==> config.mk <==
export PLATFORM = sky130hd
export DESIGN_NAME = acp_cmd_port
export DESIGN_NICKNAME = d
export VERILOG_FILES = /design/src/design/acp_pkg.sv /design/src/design/acp_cmd_port.sv /design/src/design/acp_pin_sync.sv
export SDC_FILE = /design/constraint.sdc
export NUM_CORES = 1
export LEC_CHECK = 0
export BUFFER_PORTS_ARGS = -buffer_cell sky130_fd_sc_hd__buf_2
export CORE_ASPECT_RATIO = 0.9
export CORE_MARGIN = 1.5
export CORE_UTILIZATION = 64
export CTS_BUF_LIST = sky130_fd_sc_hd__clkbuf_2 sky130_fd_sc_hd__clkbuf_4 sky130_fd_sc_hd__clkbuf_8
export CTS_CLUSTER_DIAMETER = 200
export CTS_CLUSTER_SIZE = 8
export DETAILED_ROUTE_END_ITERATION = 10
export GPL_TIMING_DRIVEN = 0
export HOLD_SLACK_MARGIN = 0.15
export PLACE_DENSITY = 0.82
export SYNTH_ARGS = -nofsm -noshare
export SYNTH_HDL_FRONTEND = slang
export SYNTH_HIERARCHICAL = 1
export SYNTH_SLANG_ARGS = --single-unit
export TNS_END_PERCENT = 100
==> constraint.sdc <==
create_clock -name i_ref_clk -period 4 [get_ports i_ref_clk]
set_input_delay 0.8 -clock i_ref_clk [delete_from_list [all_inputs] [get_ports i_ref_clk]]
set_output_delay 0.8 -clock i_ref_clk [all_outputs]
set_load 0.005 [all_outputs]
==> src/design/acp_pkg.sv <==
// Shared constants and types for the converter's serial command port.
package acp_pkg;

  // Result word and saturation codes.
  localparam int RES_W = 24;
  localparam logic [RES_W-1:0] RES_MAX = 24'h7fffff;
  localparam logic [RES_W-1:0] RES_MIN = 24'h800000;
  localparam logic [4:0] RES_BITS = 5'h18;
  localparam logic [4:0] BYTE_BITS = 5'h08;

  // Serial framing.
  localparam logic [2:0] BYTE_LAST = 3'h7;
  localparam logic [6:0] IDLE_TIMEOUT = 7'h40;

  // Single-byte commands, compared on bits 7..1 (bit 0 is don't care).
  localparam logic [6:0] OP_POWER_UP = 7'h00;
  localparam logic [6:0] OP_POWER_DOWN = 7'h01;
  localparam logic [6:0] OP_RESYNC = 7'h02;
  localparam logic [6:0] OP_SOFT_RESET = 7'h03;
  localparam logic [6:0] OP_READ_ONCE = 7'h09;
  localparam logic [6:0] OP_CONT_READ = 7'h0a;
  localparam logic [6:0] OP_STOP_READ = 7'h0b;

  // Register access commands, compared on the upper nibble.
  localparam logic [3:0] NIB_REG_READ = 4'h2;
  localparam logic [3:0] NIB_REG_WRITE = 4'h4;
  localparam logic [3:0] NIB_COUNT = 4'h0;

  // Full-byte commands.
  localparam logic [7:0] CMD_SYS_OFS_CAL = 8'h60;
  localparam logic [7:0] CMD_SYS_GAIN_CAL = 8'h61;
  localparam logic [7:0] CMD_INT_OFS_CAL = 8'h62;
  localparam logic [7:0] NO_OPERATION_BYTE = 8'hff;
  localparam logic [7:0] RESERVED_BYTE = 8'hf1;

  // Configuration register file.
  localparam int NREG = 16;
  localparam logic [7:0] REG_DFLT = 8'h00;
  localparam logic [3:0] RDY_SEL_IDX = 4'ha;
  localparam int RDY_SEL_BIT = 3;
  localparam logic [3:0] REF_CTRL_IDX = 4'h2;
  localparam int REF_CTRL_LSB = 5;
  localparam int REF_W = 2;

  // Synchroniser reset image: {start, reset_n, din, sclk, cs_n}.
  localparam logic [4:0] PIN_RST = 5'h09;

  typedef enum logic [1:0] {
    CAL_SYS_OFS = 2'h0,
    CAL_SYS_GAIN = 2'h1,
    CAL_INT_OFS = 2'h2
  } acp_cal_t;

  typedef enum logic [3:0] {
    ST_CMD = 4'h1,
    ST_COUNT = 4'h2,
    ST_WDATA = 4'h4,
    ST_RDOUT = 4'h8
  } acp_state_t;

endpackage : acp_pkg

==> src/design/acp_cmd_port.sv <==
// Serial command interpreter and shared data/ready output of the converter.
//
// Operation
// - Shared output pin floats whenever chip select is high.
// - Select bit zero: pin is plain data out, MSB first on rising clock.
// - Select bit one: pin carries data and the conversion-ready indication.
// - No ready indication on the shared pin in stop-continuous-read mode.
// - Select bit never changes the dedicated ready pin.
// - Ready mode: on new data the shared pin falls, pulsing high first if already low.
// - Ready mode: pin forced high on first rising clock after data ends.
// - Chip select high resets the serial logic, not registers or filter.
// - Hardware reset pin low resets everything and restarts conversion.
// - Serial logic resets itself after 64 idle conversion cycles.
// - Stopped or powered down: only read, mode, power-up and no-op act.
// - Results are 24-bit two's complement.
// - Results saturate at 7fffff and 800000.
// - Decode power-up, power-down, resync and soft reset bytes, bit 0 ignored.
// - Decode read-once, continuous-read and stop-read bytes, bit 0 ignored.
// - Register access: opcode with start address, then count byte plus one.
// - Byte ff is a no-op; the host never sends f1.
// - Power-up takes effect at the eighth falling clock of its byte.
// - Power-down finishes the running conversion; reference stays per its bits.
// - Decode system offset, system gain and internal offset calibration.
// - Continuous read is the active mode after i_srst, the hardware reset pin or soft reset.
`timescale 1ns/1ps
module acp_cmd_port
#(
  parameter int RAW_W = 26
)
(
  // Clock and reset
  input wire logic i_ref_clk,
  input wire logic i_srst,
  // Serial and control pins
  input wire logic i_cs_n,
  input wire logic i_sclk,
  input wire logic i_din,
  input wire logic i_reset_n,
  input wire logic i_start,
  output logic o_dout,
  output logic o_dout_oe,
  output logic o_conversion_ready_pin_n,
  // Converter core
  input wire logic i_conv_done,
  input wire logic signed [RAW_W-1:0] i_conv_raw,
  output logic o_conv_run,
  output logic o_filter_restart,
  output logic o_cal_start,
  output acp_pkg::acp_cal_t o_cal_kind,
  output logic [acp_pkg::REF_W-1:0] o_ref_ctrl
);
  import acp_pkg::*;

  // The raw value must be wider than the result for the saturation test.
  function automatic logic [RES_W-1:0] clip_result(input logic [RAW_W-1:0] raw);
    logic [RAW_W-RES_W:0] top;
    top = raw[RAW_W-1:RES_W-1];
    if ((&top) || !(|top))
      clip_result = raw[RES_W-1:0];
    else if (raw[RAW_W-1])
      clip_result = RES_MIN;
    else
      clip_result = RES_MAX;
  endfunction : clip_result

  logic [4:0] pin_s;
  logic cs_n_s;
  logic sclk_s;
  logic din_s;
  logic reset_n_s;
  logic start_s;
  logic rst_all;
  logic sclk_prev;
  logic sclk_rise;
  logic sclk_fall;

  acp_pin_sync #(.W(5), .RST_VAL(PIN_RST)) u_pin_sync (
    .i_ref_clk(i_ref_clk),
    .i_srst(i_srst),
    .i_async({i_start, i_reset_n, i_din, i_sclk, i_cs_n}),
    .o_sync(pin_s)
  );

  assign cs_n_s = pin_s[0];
  assign sclk_s = pin_s[1];
  assign din_s = pin_s[2];
  assign reset_n_s = pin_s[3];
  assign start_s = pin_s[4];
  assign rst_all = i_srst | ~reset_n_s;
  assign sclk_rise = sclk_s & ~sclk_prev;
  assign sclk_fall = ~sclk_s & sclk_prev;

  acp_state_t state, next_state;
  logic [2:0] bitcnt, next_bitcnt;
  logic [6:0] in_sh, next_in_sh;
  logic [RES_W-1:0] sh_out, next_sh_out;
  logic [4:0] out_bits, next_out_bits;
  logic [3:0] reg_addr, next_reg_addr;
  logic [3:0] reg_left, next_reg_left;
  logic reg_wr, next_reg_wr;
  logic [7:0] regs [NREG];
  logic [7:0] next_regs [NREG];
  logic [RES_W-1:0] result, next_result;
  logic cont_rd, next_cont_rd;
  logic mode_pend, next_mode_pend;
  logic mode_val, next_mode_val;
  logic powered, next_powered;
  logic sleep_pend, next_sleep_pend;
  logic [6:0] idle_cnt, next_idle_cnt;
  logic dout_pulse, next_dout_pulse;
  logic conversion_ready_pin_pulse, next_conversion_ready_pin_pulse;
  logic next_dout;
  logic next_dout_oe;
  logic next_conversion_ready_pin_n;
  logic next_conv_run;
  logic next_filter_restart;
  logic next_cal_start;
  acp_cal_t next_cal_kind;
  logic [REF_W-1:0] next_ref_ctrl;

  always_comb
  begin
    logic [7:0] byte_in;
    logic low_power;
    logic rdy_sel;
    logic new_cont;
    logic mode_cmd;
    logic soft_rst;
    byte_in = {in_sh, din_s};
    mode_cmd = 1'b0;
    soft_rst = 1'b0;
    low_power = ~powered | ~start_s;
    rdy_sel = regs[RDY_SEL_IDX][RDY_SEL_BIT];
    new_cont = mode_pend ? mode_val : cont_rd;
    next_state = state;
    next_bitcnt = bitcnt;
    next_in_sh = in_sh;
    next_sh_out = sh_out;
    next_out_bits = out_bits;
    next_reg_addr = reg_addr;
    next_reg_left = reg_left;
    next_reg_wr = reg_wr;
    next_regs = regs;
    next_result = result;
    next_cont_rd = cont_rd;
    next_mode_pend = mode_pend;
    next_mode_val = mode_val;
    next_powered = powered;
    next_sleep_pend = sleep_pend;
    next_idle_cnt = idle_cnt;
    next_dout = o_dout;
    next_dout_pulse = 1'b0;
    next_conversion_ready_pin_n = o_conversion_ready_pin_n;
    next_conversion_ready_pin_pulse = 1'b0;
    next_dout_oe = ~cs_n_s;
    next_filter_restart = 1'b0;
    next_cal_start = 1'b0;
    next_cal_kind = o_cal_kind;

    // Second half of a high-then-low ready pulse.
    if (dout_pulse)
      next_dout = 1'b0;
    if (conversion_ready_pin_pulse)
      next_conversion_ready_pin_n = 1'b0;

    // The dedicated ready pin is released by any falling clock, selected or not.
    if (sclk_fall)
      next_conversion_ready_pin_n = 1'b1;

    if (sclk_rise)
    begin
      if (out_bits != 5'h00)
      begin
        next_dout = sh_out[RES_W-1];
        next_sh_out = {sh_out[RES_W-2:0], 1'b0};
        next_out_bits = out_bits - 5'h01;
      end
      else if (rdy_sel && cont_rd)
        next_dout = 1'b1;
      else
        next_dout = 1'b0;
    end

    if (sclk_fall && !cs_n_s)
    begin
      next_in_sh = byte_in[6:0];
      next_bitcnt = bitcnt + 3'h1;
      if (bitcnt == BYTE_LAST)
      begin
        case (state)
          ST_CMD:
          begin
            if (byte_in[7:1] == OP_POWER_UP)
            begin
              next_powered = 1'b1;
              next_sleep_pend = 1'b0;
            end
            else if (byte_in[7:1] == OP_READ_ONCE)
            begin
              next_sh_out = result;
              next_out_bits = RES_BITS;
            end
            else if (byte_in[7:1] == OP_CONT_READ)
            begin
              next_mode_pend = 1'b1;
              next_mode_val = 1'b1;
              mode_cmd = 1'b1;
            end
            else if (byte_in[7:1] == OP_STOP_READ)
            begin
              next_mode_pend = 1'b1;
              next_mode_val = 1'b0;
              mode_cmd = 1'b1;
            end
            else if (low_power || byte_in == NO_OPERATION_BYTE)
            begin
              next_state = ST_CMD;
            end
            else if (byte_in[7:1] == OP_POWER_DOWN)
              next_sleep_pend = 1'b1;
            else if (byte_in[7:1] == OP_RESYNC)
              next_filter_restart = 1'b1;
            else if (byte_in[7:1] == OP_SOFT_RESET)
            begin
              for (int i = 0; i < NREG; i++)
                next_regs[i] = REG_DFLT;
              next_filter_restart = 1'b1;
              next_cont_rd = 1'b1;
              soft_rst = 1'b1;
              next_mode_pend = 1'b0;
            end
            else if (byte_in[7:4] == NIB_REG_READ || byte_in[7:4] == NIB_REG_WRITE)
            begin
              next_state = ST_COUNT;
              next_reg_addr = byte_in[3:0];
              next_reg_wr = (byte_in[7:4] == NIB_REG_WRITE);
            end
            else if (byte_in == CMD_SYS_OFS_CAL)
            begin
              next_cal_start = 1'b1;
              next_cal_kind = CAL_SYS_OFS;
            end
            else if (byte_in == CMD_SYS_GAIN_CAL)
            begin
              next_cal_start = 1'b1;
              next_cal_kind = CAL_SYS_GAIN;
            end
            else if (byte_in == CMD_INT_OFS_CAL)
            begin
              next_cal_start = 1'b1;
              next_cal_kind = CAL_INT_OFS;
            end
            // Anything else, the reserved byte included, leaves all state alone.
            else
              next_state = ST_CMD;
          end
          ST_COUNT:
          begin
            next_reg_left = byte_in[3:0];
            if (byte_in[7:4] != NIB_COUNT)
              next_state = ST_CMD;
            else if (reg_wr)
              next_state = ST_WDATA;
            else
            begin
              next_state = ST_RDOUT;
              next_sh_out = {regs[reg_addr], 16'h0000};
              next_out_bits = BYTE_BITS;
            end
          end
          ST_WDATA:
          begin
            next_regs[reg_addr] = byte_in;
            next_reg_addr = reg_addr + 4'h1;
            next_reg_left = reg_left - 4'h1;
            if (reg_left == 4'h0)
              next_state = ST_CMD;
          end
          ST_RDOUT:
          begin
            // Bytes clocked in during read-back are ignored as commands.
            next_reg_addr = reg_addr + 4'h1;
            next_reg_left = reg_left - 4'h1;
            if (reg_left == 4'h0)
              next_state = ST_CMD;
            else
            begin
              next_sh_out = {regs[reg_addr + 4'h1], 16'h0000};
              next_out_bits = BYTE_BITS;
            end
          end
          default:
            next_state = ST_CMD;
        endcase
      end
    end

    // Idle timeout counts conversions with no clock activity.
    if (sclk_rise || sclk_fall)
      next_idle_cnt = 7'h00;
    else if (i_conv_done && idle_cnt != IDLE_TIMEOUT)
      next_idle_cnt = idle_cnt + 7'h01;

    if (cs_n_s || idle_cnt == IDLE_TIMEOUT)
    begin
      next_state = ST_CMD;
      next_bitcnt = 3'h0;
      next_in_sh = 7'h00;
      next_out_bits = 5'h00;
      next_idle_cnt = 7'h00;
    end

    // A result landing mid-transfer in continuous-read mode overwrites the output register by design.
    if (i_conv_done)
    begin
      next_result = clip_result(i_conv_raw);
      // A command decoded in the same cycle as a result must not be lost.
      if (!soft_rst)
        next_cont_rd = new_cont;
      if (!mode_cmd)
        next_mode_pend = 1'b0;
      if (sleep_pend && next_sleep_pend)
      begin
        next_powered = 1'b0;
        next_sleep_pend = 1'b0;
      end
      if (new_cont)
      begin
        next_sh_out = clip_result(i_conv_raw);
        next_out_bits = RES_BITS;
      end
      next_conversion_ready_pin_n = ~o_conversion_ready_pin_n;
      next_conversion_ready_pin_pulse = ~o_conversion_ready_pin_n;
      if (rdy_sel && new_cont)
      begin
        next_dout = ~o_dout;
        next_dout_pulse = ~o_dout;
      end
    end

    next_conv_run = (powered | sleep_pend) & start_s;
    next_ref_ctrl = regs[REF_CTRL_IDX][REF_CTRL_LSB +: REF_W];
  end

  always_ff @(posedge i_ref_clk)
  begin
    if (i_srst)
      sclk_prev <= 1'b0;
    else
      sclk_prev <= sclk_s;
    if (rst_all)
    begin
      state <= ST_CMD;
      bitcnt <= 3'h0;
      in_sh <= 7'h00;
      sh_out <= '0;
      out_bits <= 5'h00;
      reg_addr <= 4'h0;
      reg_left <= 4'h0;
      reg_wr <= 1'b0;
      for (int i = 0; i < NREG; i++)
        regs[i] <= REG_DFLT;
      result <= '0;
      cont_rd <= 1'b1;
      mode_pend <= 1'b0;
      mode_val <= 1'b0;
      powered <= 1'b1;
      sleep_pend <= 1'b0;
      idle_cnt <= 7'h00;
      dout_pulse <= 1'b0;
      conversion_ready_pin_pulse <= 1'b0;
      o_dout <= 1'b0;
      o_dout_oe <= 1'b0;
      o_conversion_ready_pin_n <= 1'b1;
      o_conv_run <= 1'b0;
      o_filter_restart <= 1'b1;
      o_cal_start <= 1'b0;
      o_cal_kind <= CAL_SYS_OFS;
      o_ref_ctrl <= '0;
    end
    else
    begin
      state <= next_state;
      bitcnt <= next_bitcnt;
      in_sh <= next_in_sh;
      sh_out <= next_sh_out;
      out_bits <= next_out_bits;
      reg_addr <= next_reg_addr;
      reg_left <= next_reg_left;
      reg_wr <= next_reg_wr;
      regs <= next_regs;
      result <= next_result;
      cont_rd <= next_cont_rd;
      mode_pend <= next_mode_pend;
      mode_val <= next_mode_val;
      powered <= next_powered;
      sleep_pend <= next_sleep_pend;
      idle_cnt <= next_idle_cnt;
      dout_pulse <= next_dout_pulse;
      conversion_ready_pin_pulse <= next_conversion_ready_pin_pulse;
      o_dout <= next_dout;
      o_dout_oe <= next_dout_oe;
      o_conversion_ready_pin_n <= next_conversion_ready_pin_n;
      o_conv_run <= next_conv_run;
      o_filter_restart <= next_filter_restart;
      o_cal_start <= next_cal_start;
      o_cal_kind <= next_cal_kind;
      o_ref_ctrl <= next_ref_ctrl;
    end
  end

endmodule : acp_cmd_port

==> src/design/acp_pin_sync.sv <==
// Two-flop synchroniser bank for pins arriving from outside the clock domain.
`timescale 1ns/1ps
module acp_pin_sync
#(
  parameter int W = 5,
  parameter logic [W-1:0] RST_VAL = '0
)
(
  // Clock and reset
  input wire logic i_ref_clk,
  input wire logic i_srst,
  // Pins
  input wire logic [W-1:0] i_async,
  output logic [W-1:0] o_sync
);

  logic [W-1:0] stage1;
  logic [W-1:0] next_stage1;
  logic [W-1:0] next_sync;

  always_comb
  begin
    next_stage1 = i_async;
    next_sync = stage1;
  end

  always_ff @(posedge i_ref_clk)
  begin
    if (i_srst)
    begin
      stage1 <= RST_VAL;
      o_sync <= RST_VAL;
    end
    else
    begin
      stage1 <= next_stage1;
      o_sync <= next_sync;
    end
  end

endmodule : acp_pin_sync

==> impl_metrics.ini, run 1 <==
[yosys]
avgSynthCellArea_um2 = 11.15
synth_compound_area_frac = 0.2329
synthFlopType = dfxtp_1
synth_cell_types = 75
synth_edf_count = 0
synthAdderAreaFrac = 0.01256
synth_top_family_by_area = compound AO/OA/AOI/OAI gates
synth_area_mm2 = 0.01196
synthArstFlopShare = 0
synthMuxAreaShare = 0.1838
yosys.area_share.simple = 0.1015
synth_xor_area_frac = 0.01026
synth_warnings = 6
yosys_register_bits = 239
synth.yosys.seq_area_share = 0.4002
syn-num-nets = 1118
syn-instance-count = 1072

[clocking]
htree_levels = 2
clkLatencyLatePin_ns = 0.55
cts_tree = done
post_cts_buffers = 0
postCtsHoldBufs = 0
cts_buffer_depth = 3
clkSlewWorstSetupHoldPaths_ns = 0.07
cts_inserted_buffers = 35
clock-sinks = 239
root_buffer = clkbuf_8

[power_and_ir_drop]
swShare = 0.2477
switchingPower_uw = 1095
ir_drop_mv = 0.3010
powerDensity_mw_per_mm2 = 340.7
power_frac_seq = 0.554
power.share.clock = 0.380
comb_power_share = 0.066
p_int_uw = 3326
p_leak_uw = 0.004233

[critical_path]
crit_required_ns = 4.41
critPathTopFamily = buffers and inverters
crit_slowest_cell = clkbuf_2
ff2ff_path_depth = 11
regToRegSetupSlack_ns = 0.18
arrival_ns = 4.23
path_class = reg -> reg
endpoint_kind = flip-flop
reg2reg_to = sh_out[18]
worstSetupEndpoint = sh_out[18]
crit_buf_inv = 6
cpPeakStageDelay_ns = 0.43
worstPathMaxFanout = 10
crit_chain = clkbuf_1, buf_2, clkbuf_2, inv_1, ha_1, clkbuf_1, clkbuf_2, mux4_2, mux2i_1, o22a_1, a31oi_1
start_kind = flip-flop
r2r_start = reg_addr[0]
crit_start = reg_addr[0]
cp.depth = 11

[routing]
wl_per_cell_um = 24.41
drt-total-wl_mm = 34.05
viasPerCell = 6.996
dr.pass1.iters = 8
detailedRoute.firstIterationViolations = 1193
via_count = 9759
ant_nets = 0
drc_errors = 0

[timing]
slew_headroom = 0.1858
fmax_mhz = 261.9
worstMarginPinSlew_ns = 1.212
fin_skew_ns = 0.03131
slew_viol_final = 0
fin_crit_sh = 0.9547
setup_violations = 0
setup_tns_ns = 0
timing.hold.ws_ns = 0.4061
hold_viol = 0
rsz0062_at_grt = false
min_period_ns = 3.819

[place]
portBuffers = 42
post_dp_cell_area_mm2 = 0.01247
gp_congestion = 0.9023
dpl.hpwl_mm = 23.38

[layout]
stdcell_area_mm2 = 0.01297
nFillCells = 1393
antenna_cells = 0
layout.nets = 1196
drive_above_1_share = 0.2357
utilization = 0.7072
final_cell_mix = dfxtp_1 (239), o2bb2ai_1 (128), mux4_2 (72)
syn2layout_area_growth_pct = 8.518
final_common_cell = dfxtp_1

[die]
die_height_um = 132.7
io_pins = 44
dieArea_mm2 = 0.01951
design.core.area_mm2 = 0.01835
num_rows = 47
die_w_um = 147.1
start_util = 0.6517

[global_route]
grt_busiest_layer = met2
grt_pass1_wl_mm = 53.14
use_met3 = 0.08172
grtUsageTotal = 0.3504
grt-ovfl-total = 0
use_met1 = 0.4992
grt.met2_usage = 0.5214
antenna_found_initial = 0
grt_max_degree = 14
grt_pass1_vias = 9379

[run_status]
status = finished, final reports clean

[worst_hold_path]
min_path_type = reg -> reg

[run]
cap_violations = 0
## layout make-up
cell class | count | area (um^2) | area share
flip-flops and latches | 239 | 4785 | 0.3688
clock inverters | 1 | 7.507 | 0.0005786
clock buffers | 36 | 489.2 | 0.03771
repair buffers | 42 | 210.2 | 0.01620
inverters | 15 | 56.30 | 0.004339
well taps | 245 | 306.5 | 0.02363
plain buffers | 90 | 651.9 | 0.05024
multi-input cells | 727 | 6469 | 0.4986
## worst register-to-register path: stages, from the launching register on
cell,delay (ns)
dfxtp_1,0.36
clkbuf_1,0.21
buf_2,0.42
clkbuf_2,0.40
inv_1,0.16
ha_1,0.31
clkbuf_1,0.32
clkbuf_2,0.44
mux4_2,0.40
mux2i_1,0.37
o22a_1,0.22
a31oi_1,0.09
## kinds of logic after synthesis
| kind of cell | after synthesis |
|---|---|
| adder cells (fa/ha/maj) | 12 |
| AND/OR/NAND/NOR | 226 |
| buffers and inverters | 106 |
| XOR/XNOR | 14 |
| AO/OA/AOI/OAI | 349 |
| flip-flops | 239 |
| multiplexers | 126 |
## synthesized netlist by cell type (all sizes together), types with 16 or more instances
master / number / area, um^2
o211ai: 16 / 120.1
a21oi: 56 / 411.7
mux4: 72 / 1622
mux2i: 26 / 260.3
o21ai: 40 / 200.2
a221oi: 27 / 254.0
mux2: 28 / 315.3
a211oi: 19 / 147.6
nor2: 45 / 171.4
o2bb2ai: 128 / 1121
clkbuf: 67 / 421.7
nand3: 26 / 130.1
buf: 21 / 195.2
dfxtp: 239 / 4785
nand2: 62 / 252.7
nand2b: 20 / 125.1
## registers in the layout, summed over array words and instances, names as in the netlist, 5 cells and up
| register | cells |
|---|---|
| out_bits | 5 |
| regs | 126 |
| sh_out | 24 |
| idle_cnt | 7 |
| u_pin_sync/o_sync | 5 |
| result | 24 |
| in_sh | 7 |
| u_pin_sync/next_sync | 5 |
## layer usage
layer | vias up | part of all wire | routed length (um)
met3 | 93 | 0.11 | 3879
met2 | 580 | 0.43 | 14760
met5 | - | 0 | 0
met4 | 0 | 0.029 | 988
li1 | 4325 | - | -
met1 | 4761 | 0.42 | 14420
## worst min path at each step
stage	startpoint	end	slack, ns	depth (start not counted)
floorplan	u_pin_sync/next_sync[0]	u_pin_sync/o_sync[0]	0.38	1
global placement	u_pin_sync/next_sync[3]	u_pin_sync/o_sync[3]	0.39	1
detailed placement	u_pin_sync/next_sync[0]	u_pin_sync/o_sync[0]	0.39	1
CTS	u_pin_sync/next_sync[3]	u_pin_sync/o_sync[3]	0.41	1
global route	u_pin_sync/next_sync[0]	u_pin_sync/o_sync[0]	0.43	1
finish	u_pin_sync/next_sync[3]	u_pin_sync/o_sync[3]	0.41	1
## timing repair
| action | 4_1_cts | 5_1_grt |
|---|---|---|
| setup endpoints to repair | 9 | 8 |
| hold endpoints to repair | 0 | 0 |
| gates resized for setup | 6 | 3 |
## through the flow
stage          worst slack (ns)  cells  total power (uW)
6_report                 0.1813   1395              4421
5_1_grt                 0.02352   1395              4518
4_1_cts                0.005767   1396              4417
3_5_place_dp            -0.7720   1359              2784
3_3_place_gp            -0.7058   1359              2775
2_1_floorplan            0.5417   1072              2685
## power by group through the flow
| stage | sequential (uW) | clock, uW | combinational, uW |
|---|---|---|---|
| floorplan | 2490 | 0 | 193 |
| global placement | 2500 | 0 | 277 |
| detailed placement | 2500 | 0 | 284 |
| CTS | 2450 | 1680 | 286 |
| global route | 2450 | 1760 | 312 |
| finish | 2450 | 1680 | 293 |
Note: power is estimated with default switching activity, not from simulation.
==> run 2: changes to the inputs <==
--- a/config.mk
+++ b/config.mk
@@ -6,16 +6,18 @@
 export NUM_CORES = 1
 export LEC_CHECK = 0
 export BUFFER_PORTS_ARGS = -buffer_cell sky130_fd_sc_hd__buf_2
+export CELL_PAD_IN_SITES_DETAIL_PLACEMENT = 0
+export CELL_PAD_IN_SITES_GLOBAL_PLACEMENT = 1
 export CORE_ASPECT_RATIO = 0.9
 export CORE_MARGIN = 1.5
-export CORE_UTILIZATION = 64
+export CORE_UTILIZATION = 52
 export CTS_BUF_LIST = sky130_fd_sc_hd__clkbuf_2 sky130_fd_sc_hd__clkbuf_4 sky130_fd_sc_hd__clkbuf_8
 export CTS_CLUSTER_DIAMETER = 200
 export CTS_CLUSTER_SIZE = 8
 export DETAILED_ROUTE_END_ITERATION = 10
 export GPL_TIMING_DRIVEN = 0
 export HOLD_SLACK_MARGIN = 0.15
-export PLACE_DENSITY = 0.82
+export PLACE_DENSITY_LB_ADDON = 0.1
 export SYNTH_ARGS = -nofsm -noshare
 export SYNTH_HDL_FRONTEND = slang
 export SYNTH_HIERARCHICAL = 1
==> run 2 against run 1 <==
Effect of this change: critical path depth fell by 1; register-to-register slack barely moved; design area up 0.67%; sequential power about the same; setup slack improved by 0.0026 ns; die area rose by 23%; core utilization decreased by 13 points.
==> impl_metrics.ini, run 2 (synthesis results as in run 1) <==
[timing]
worstMarginPinSlew_ns = 1.275
hold_viol = 0
rsz0062_at_grt = false
slew_viol_final = 0
min_period_ns = 3.816
setup_slack_ns = 0.1840
fin_crit_sh = 0.9540
slew_headroom = 0.1437
fin_skew_ns = 0.03494
fmax_mhz = 262.1
setup_violations = 0

[routing]
drt-total-wl_mm = 34.09
viasPerCell = 6.459
detailedRoute.firstIterationViolations = 796
via_count = 9359
drc_errors = 0
wl_per_cell_um = 23.53
dr.pass1.iters = 5
ant_nets = 0

[die]
start_util = 0.5311
die_w_um = 162.8
num_rows = 52
io_pins = 44
dieArea_mm2 = 0.02391
die_height_um = 146.9
design.core.area_mm2 = 0.02251

[layout]
layout.nets = 1196
antenna_cells = 0
final_cell_mix = dfxtp_1 (239), o2bb2ai_1 (128), mux4_2 (72)
multiInputGateArea_mm2 = 0.006469
largest_reg_flops = 126
drive_above_1_share = 0.2361
syn2layout_area_growth_pct = 9.240
final_common_cell = dfxtp_1
ff_latch_area_mm2 = 0.004785
largestRegisters = regs (126), result (24), sh_out (24)
stdcell_area_mm2 = 0.01306
nFillCells = 2017
regMostFlops = regs

[global_route]
grtUsageTotal = 0.2880
grt_pass1_wl_mm = 52.82
grt_pass1_vias = 9068
antenna_found_initial = 0
grt-ovfl-total = 0
grt_max_degree = 20

[place]
portBuffers = 42
dpl_worst_slack_ns = -0.6785
post_dp_cell_area_mm2 = 0.01254
gp_congestion = 0.9173
dpl.hpwl_mm = 24.48

[clocking]
postCtsHoldBufs = 0
cts_inserted_buffers = 35
htree_levels = 2
cts_buffer_depth = 3
clkLatencyLatePin_ns = 0.54
root_buffer = clkbuf_8
post_cts_buffers = 0
clock-sinks = 239
clkSlewWorstSetupHoldPaths_ns = 0.06
cts_tree = done

[critical_path]
crit_required_ns = 4.41
start_kind = flip-flop
arrival_ns = 4.23
endpoint_kind = flip-flop
path_class = reg -> reg
worstPathMaxFanout = 19

[power_and_ir_drop]
powerDensity_mw_per_mm2 = 340.7
p_leak_uw = 0.004240
ir_drop_mv = 0.3077

[run]
cap_violations = 0

[worst_hold_path]
min_path_type = reg -> reg

[run_status]
status = finished, final reports clean
==> run 2: changes by cell type in the layout (fill, tap and decap cells not counted), sizes merged <==
cell	change
clkbuf	+2
buf	-1
inv	+1
==> run 2: repair_timing <==
action	4_1_cts	5_1_grt
hold endpoints to repair	0	0
gates resized for setup	5	2
endpoints found under the setup margin	15	7
==> run 2: area by class of cell <==
cell class,count,share of cell area
buffer,90,0.04981
clock buffer,37,0.03851
multi-input combinational,727,0.4953
timing repair buffer,42,0.01609
inverter,15,0.004311
tap,297,0.02845
clock inverter,2,0.001245
sequential,239,0.3663
==> run 2: per-layer routing <==
layer,GRT usage,vias up,share of wire
met5,0,-,0
met4,0.1179,0,0.033
met3,0.05308,85,0.075
met2,0.4413,370,0.45
met1,0.4012,4573,0.44
li1,-,4331,-
==> run 2: worst paths after layout <==
check | start | to | slack, ns | depth (start not counted)
max | reg_addr[1] | sh_out[18] | 0.18 | 10
min | u_pin_sync/next_sync[3] | u_pin_sync/o_sync[3] | 0.41 | 1
max reg2reg | reg_addr[1] | sh_out[18] | 0.18 | 10
min reg2reg | u_pin_sync/next_sync[3] | u_pin_sync/o_sync[3] | 0.41 | 1
==> run 2: critical path, cell delays in order, from the launching register on <==
cell	delay [ns]
dfxtp_1	0.36
clkbuf_1	0.56
buf_2	0.58
inv_1	0.13
ha_1	0.30
clkbuf_1	0.34
clkbuf_2	0.42
mux4_2	0.39
mux2i_1	0.21
o22a_1	0.29
a31oi_1	0.11
==> run 2: stage by stage <==
stage | util | total power (uW) | hold slack, ns | cells | TNS [ns]
after CTS | 0.5801 | 4485 | 0.4117 | 1449 | 0
final | 0.5802 | 4450 | 0.4081 | 1449 | 0
after floorplan | - | 2685 | 0.3832 | 1072 | 0
after global routing | 0.5802 | 4608 | 0.4294 | 1449 | 0
after global placement | 0.5570 | 2784 | 0.3913 | 1411 | -5.108
after detailed placement | 0.5570 | 2785 | 0.3978 | 1411 | -5.017
==> run 2: power breakdown <==
part           switching, uW  internal [uW]  leakage, uW
combinational            177            110      0.00203
sequential              24.0           2420      0.00194
clock                    899            816     0.000268
==> run 3: changes to the inputs <==
--- a/config.mk
+++ b/config.mk
@@ -10,8 +10,7 @@
 export CELL_PAD_IN_SITES_GLOBAL_PLACEMENT = 1
 export CORE_ASPECT_RATIO = 0.9
 export CORE_MARGIN = 1.5
-export CORE_UTILIZATION = 52
-export CTS_BUF_LIST = sky130_fd_sc_hd__clkbuf_2 sky130_fd_sc_hd__clkbuf_4 sky130_fd_sc_hd__clkbuf_8
+export CORE_UTILIZATION = 50
 export CTS_CLUSTER_DIAMETER = 200
 export CTS_CLUSTER_SIZE = 8
 export DETAILED_ROUTE_END_ITERATION = 10
==> run 3 against run 2 <==
Effect of this change: wire length grew 3.6%; core utilization shrank 0.42 points; critical endpoint is now sh_out[16]; via count grew 0.33%; maximum frequency grew 4.9%; critical path depth grew 1; clock-buffer cell count grew 1; final cell count grew 0.35%.
==> impl_metrics.ini, run 3 (synthesis results as in run 1) <==
[run_status]
status = finished, final reports clean

[routing]
drt-total-wl_mm = 35.32
via_count = 9390
detailedRoute.firstIterationViolations = 754
ant_nets = 0
wl_per_cell_um = 24.29
viasPerCell = 6.458
drc_errors = 0
dr.pass1.iters = 5

[critical_path]
crit_required_ns = 4.37
worstPathMaxFanout = 10
path_class = reg -> reg
endpoint_kind = flip-flop
arrival_ns = 4.01
ff2ff_path_depth = 11
start_kind = flip-flop

[die]
io_pins = 44
design.core.area_mm2 = 0.02341
die_height_um = 149.7
start_util = 0.5108
num_rows = 53
die_w_um = 166
dieArea_mm2 = 0.02485

[layout]
regMostFlops = regs
largestRegisters = regs (126), result (24), sh_out (24)
layout.nets = 1196
finalNonFillerCells = 1454
syn2layout_area_growth_pct = 12.78
largest_reg_flops = 126
final_cell_mix = dfxtp_1 (239), o2bb2ai_1 (128), mux4_2 (72)
final_common_cell = dfxtp_1
stdcell_area_mm2 = 0.01348
drive_above_1_share = 0.2354

[global_route]
grt_pass1_wl_mm = 54.46
antenna_found_initial = 3
grtUsageTotal = 0.2860
grt_pass1_vias = 9059
grt_max_degree = 20
grt-ovfl-total = 0

[timing]
slew_headroom = 0.1147
hold_viol = 0
min_period_ns = 3.638
setup_violations = 0
rsz0062_at_grt = false
slew_viol_final = 0
fin_crit_sh = 0.9095
fmax_mhz = 274.9
worstMarginPinSlew_ns = 1.318
fin_skew_ns = 0.01851

[clocking]
cts_buffer_depth = 3
clkLatencyLatePin_ns = 0.50
cts_inserted_buffers = 35
htree_levels = 2
cts_tree = done
clock-sinks = 239
root_buffer = clkbuf_16
postCtsHoldBufs = 0
clkSlewWorstSetupHoldPaths_ns = 0.05

[power_and_ir_drop]
p_leak_uw = 0.004433
ir_drop_mv = 0.3146
powerDensity_mw_per_mm2 = 398.1
power.total_uw = 5368

[place]
post_dp_cell_area_mm2 = 0.01254
gp_congestion = 0.9042
portBuffers = 42
dp.cells = 1416
dpl.hpwl_mm = 25.41

[worst_hold_path]
whs_path_depth = 1
min_path_type = reg -> reg

[run]
cap_violations = 0
## run 3: changes by cell type in the layout (fill, tap and decap cells not counted), sizes merged
cell / delta
diode: +1
inv: -1
clkinvlp: -1
clkbuf: +1
## run 3: worst max-delay path, stage by stage, from the launching register on
cell and delay (ns):
dfxtp_1 0.37, clkbuf_1 0.22, clkbuf_4 0.34, clkbuf_2 0.37
inv_1 0.16, ha_1 0.30, clkbuf_1 0.32, clkbuf_2 0.39
mux4_2 0.37, mux2i_1 0.36, o22a_1 0.23, a31oi_1 0.09
## run 3: metrics by stage
stage / utilization / setup WS, ns / setup TNS, ns / hold slack [ns]
finish: 0.5760 / 0.3619 / 0 / 0.4071
CTS: 0.5758 / 0.1475 / 0 / 0.4068
global placement: 0.5359 / -0.7463 / -5.571 / 0.3926
detailed placement: 0.5359 / -0.7938 / -6.161 / 0.3935
global route: 0.5759 / 0.07718 / 0 / 0.4390
floorplan: - / 0.5417 / 0 / 0.3832
## run 3: area by class of cell
cell class | count | area (um^2)
diodes | 1 | 2.502
flip-flops and latches | 239 | 4785
clock buffers | 38 | 929.6
repair buffers | 42 | 210.2
plain buffers | 90 | 654.4
multi-input cells | 727 | 6469
fillers | 2031 | 9925
inverters | 15 | 56.30
well taps | 302 | 377.9
## run 3: power breakdown
part           switching [uW]  internal [uW]
logic                     179            110
registers                25.1           2430
clock network            1010           1610
total                    1210           4150
## run 3: worst paths after layout
kind                                              start  slack (ns)                   end
worst max-delay path                        reg_addr[0]        0.36            sh_out[16]
worst min-delay path            u_pin_sync/next_sync[3]        0.41  u_pin_sync/o_sync[3]
worst max register to register              reg_addr[0]        0.36            sh_out[16]
worst min register to register  u_pin_sync/next_sync[3]        0.41  u_pin_sync/o_sync[3]
## run 3: routing by layer
layer / track usage / vias up / routed length [um]
met5: 0 / - / 26
met4: 0.09730 / 4 / 917
met3: 0.06929 / 82 / 2664
met2: 0.4415 / 342 / 15750
met1: 0.3939 / 4635 / 15970
li1: - / 4327 / -
## run 3: timing repair
| action | in CTS | in global routing |
|---|---|---|
| buffers inserted | 0 | 0 |
| resized for setup | 6 | 4 |
| setup endpoints to repair | 17 | 7 |
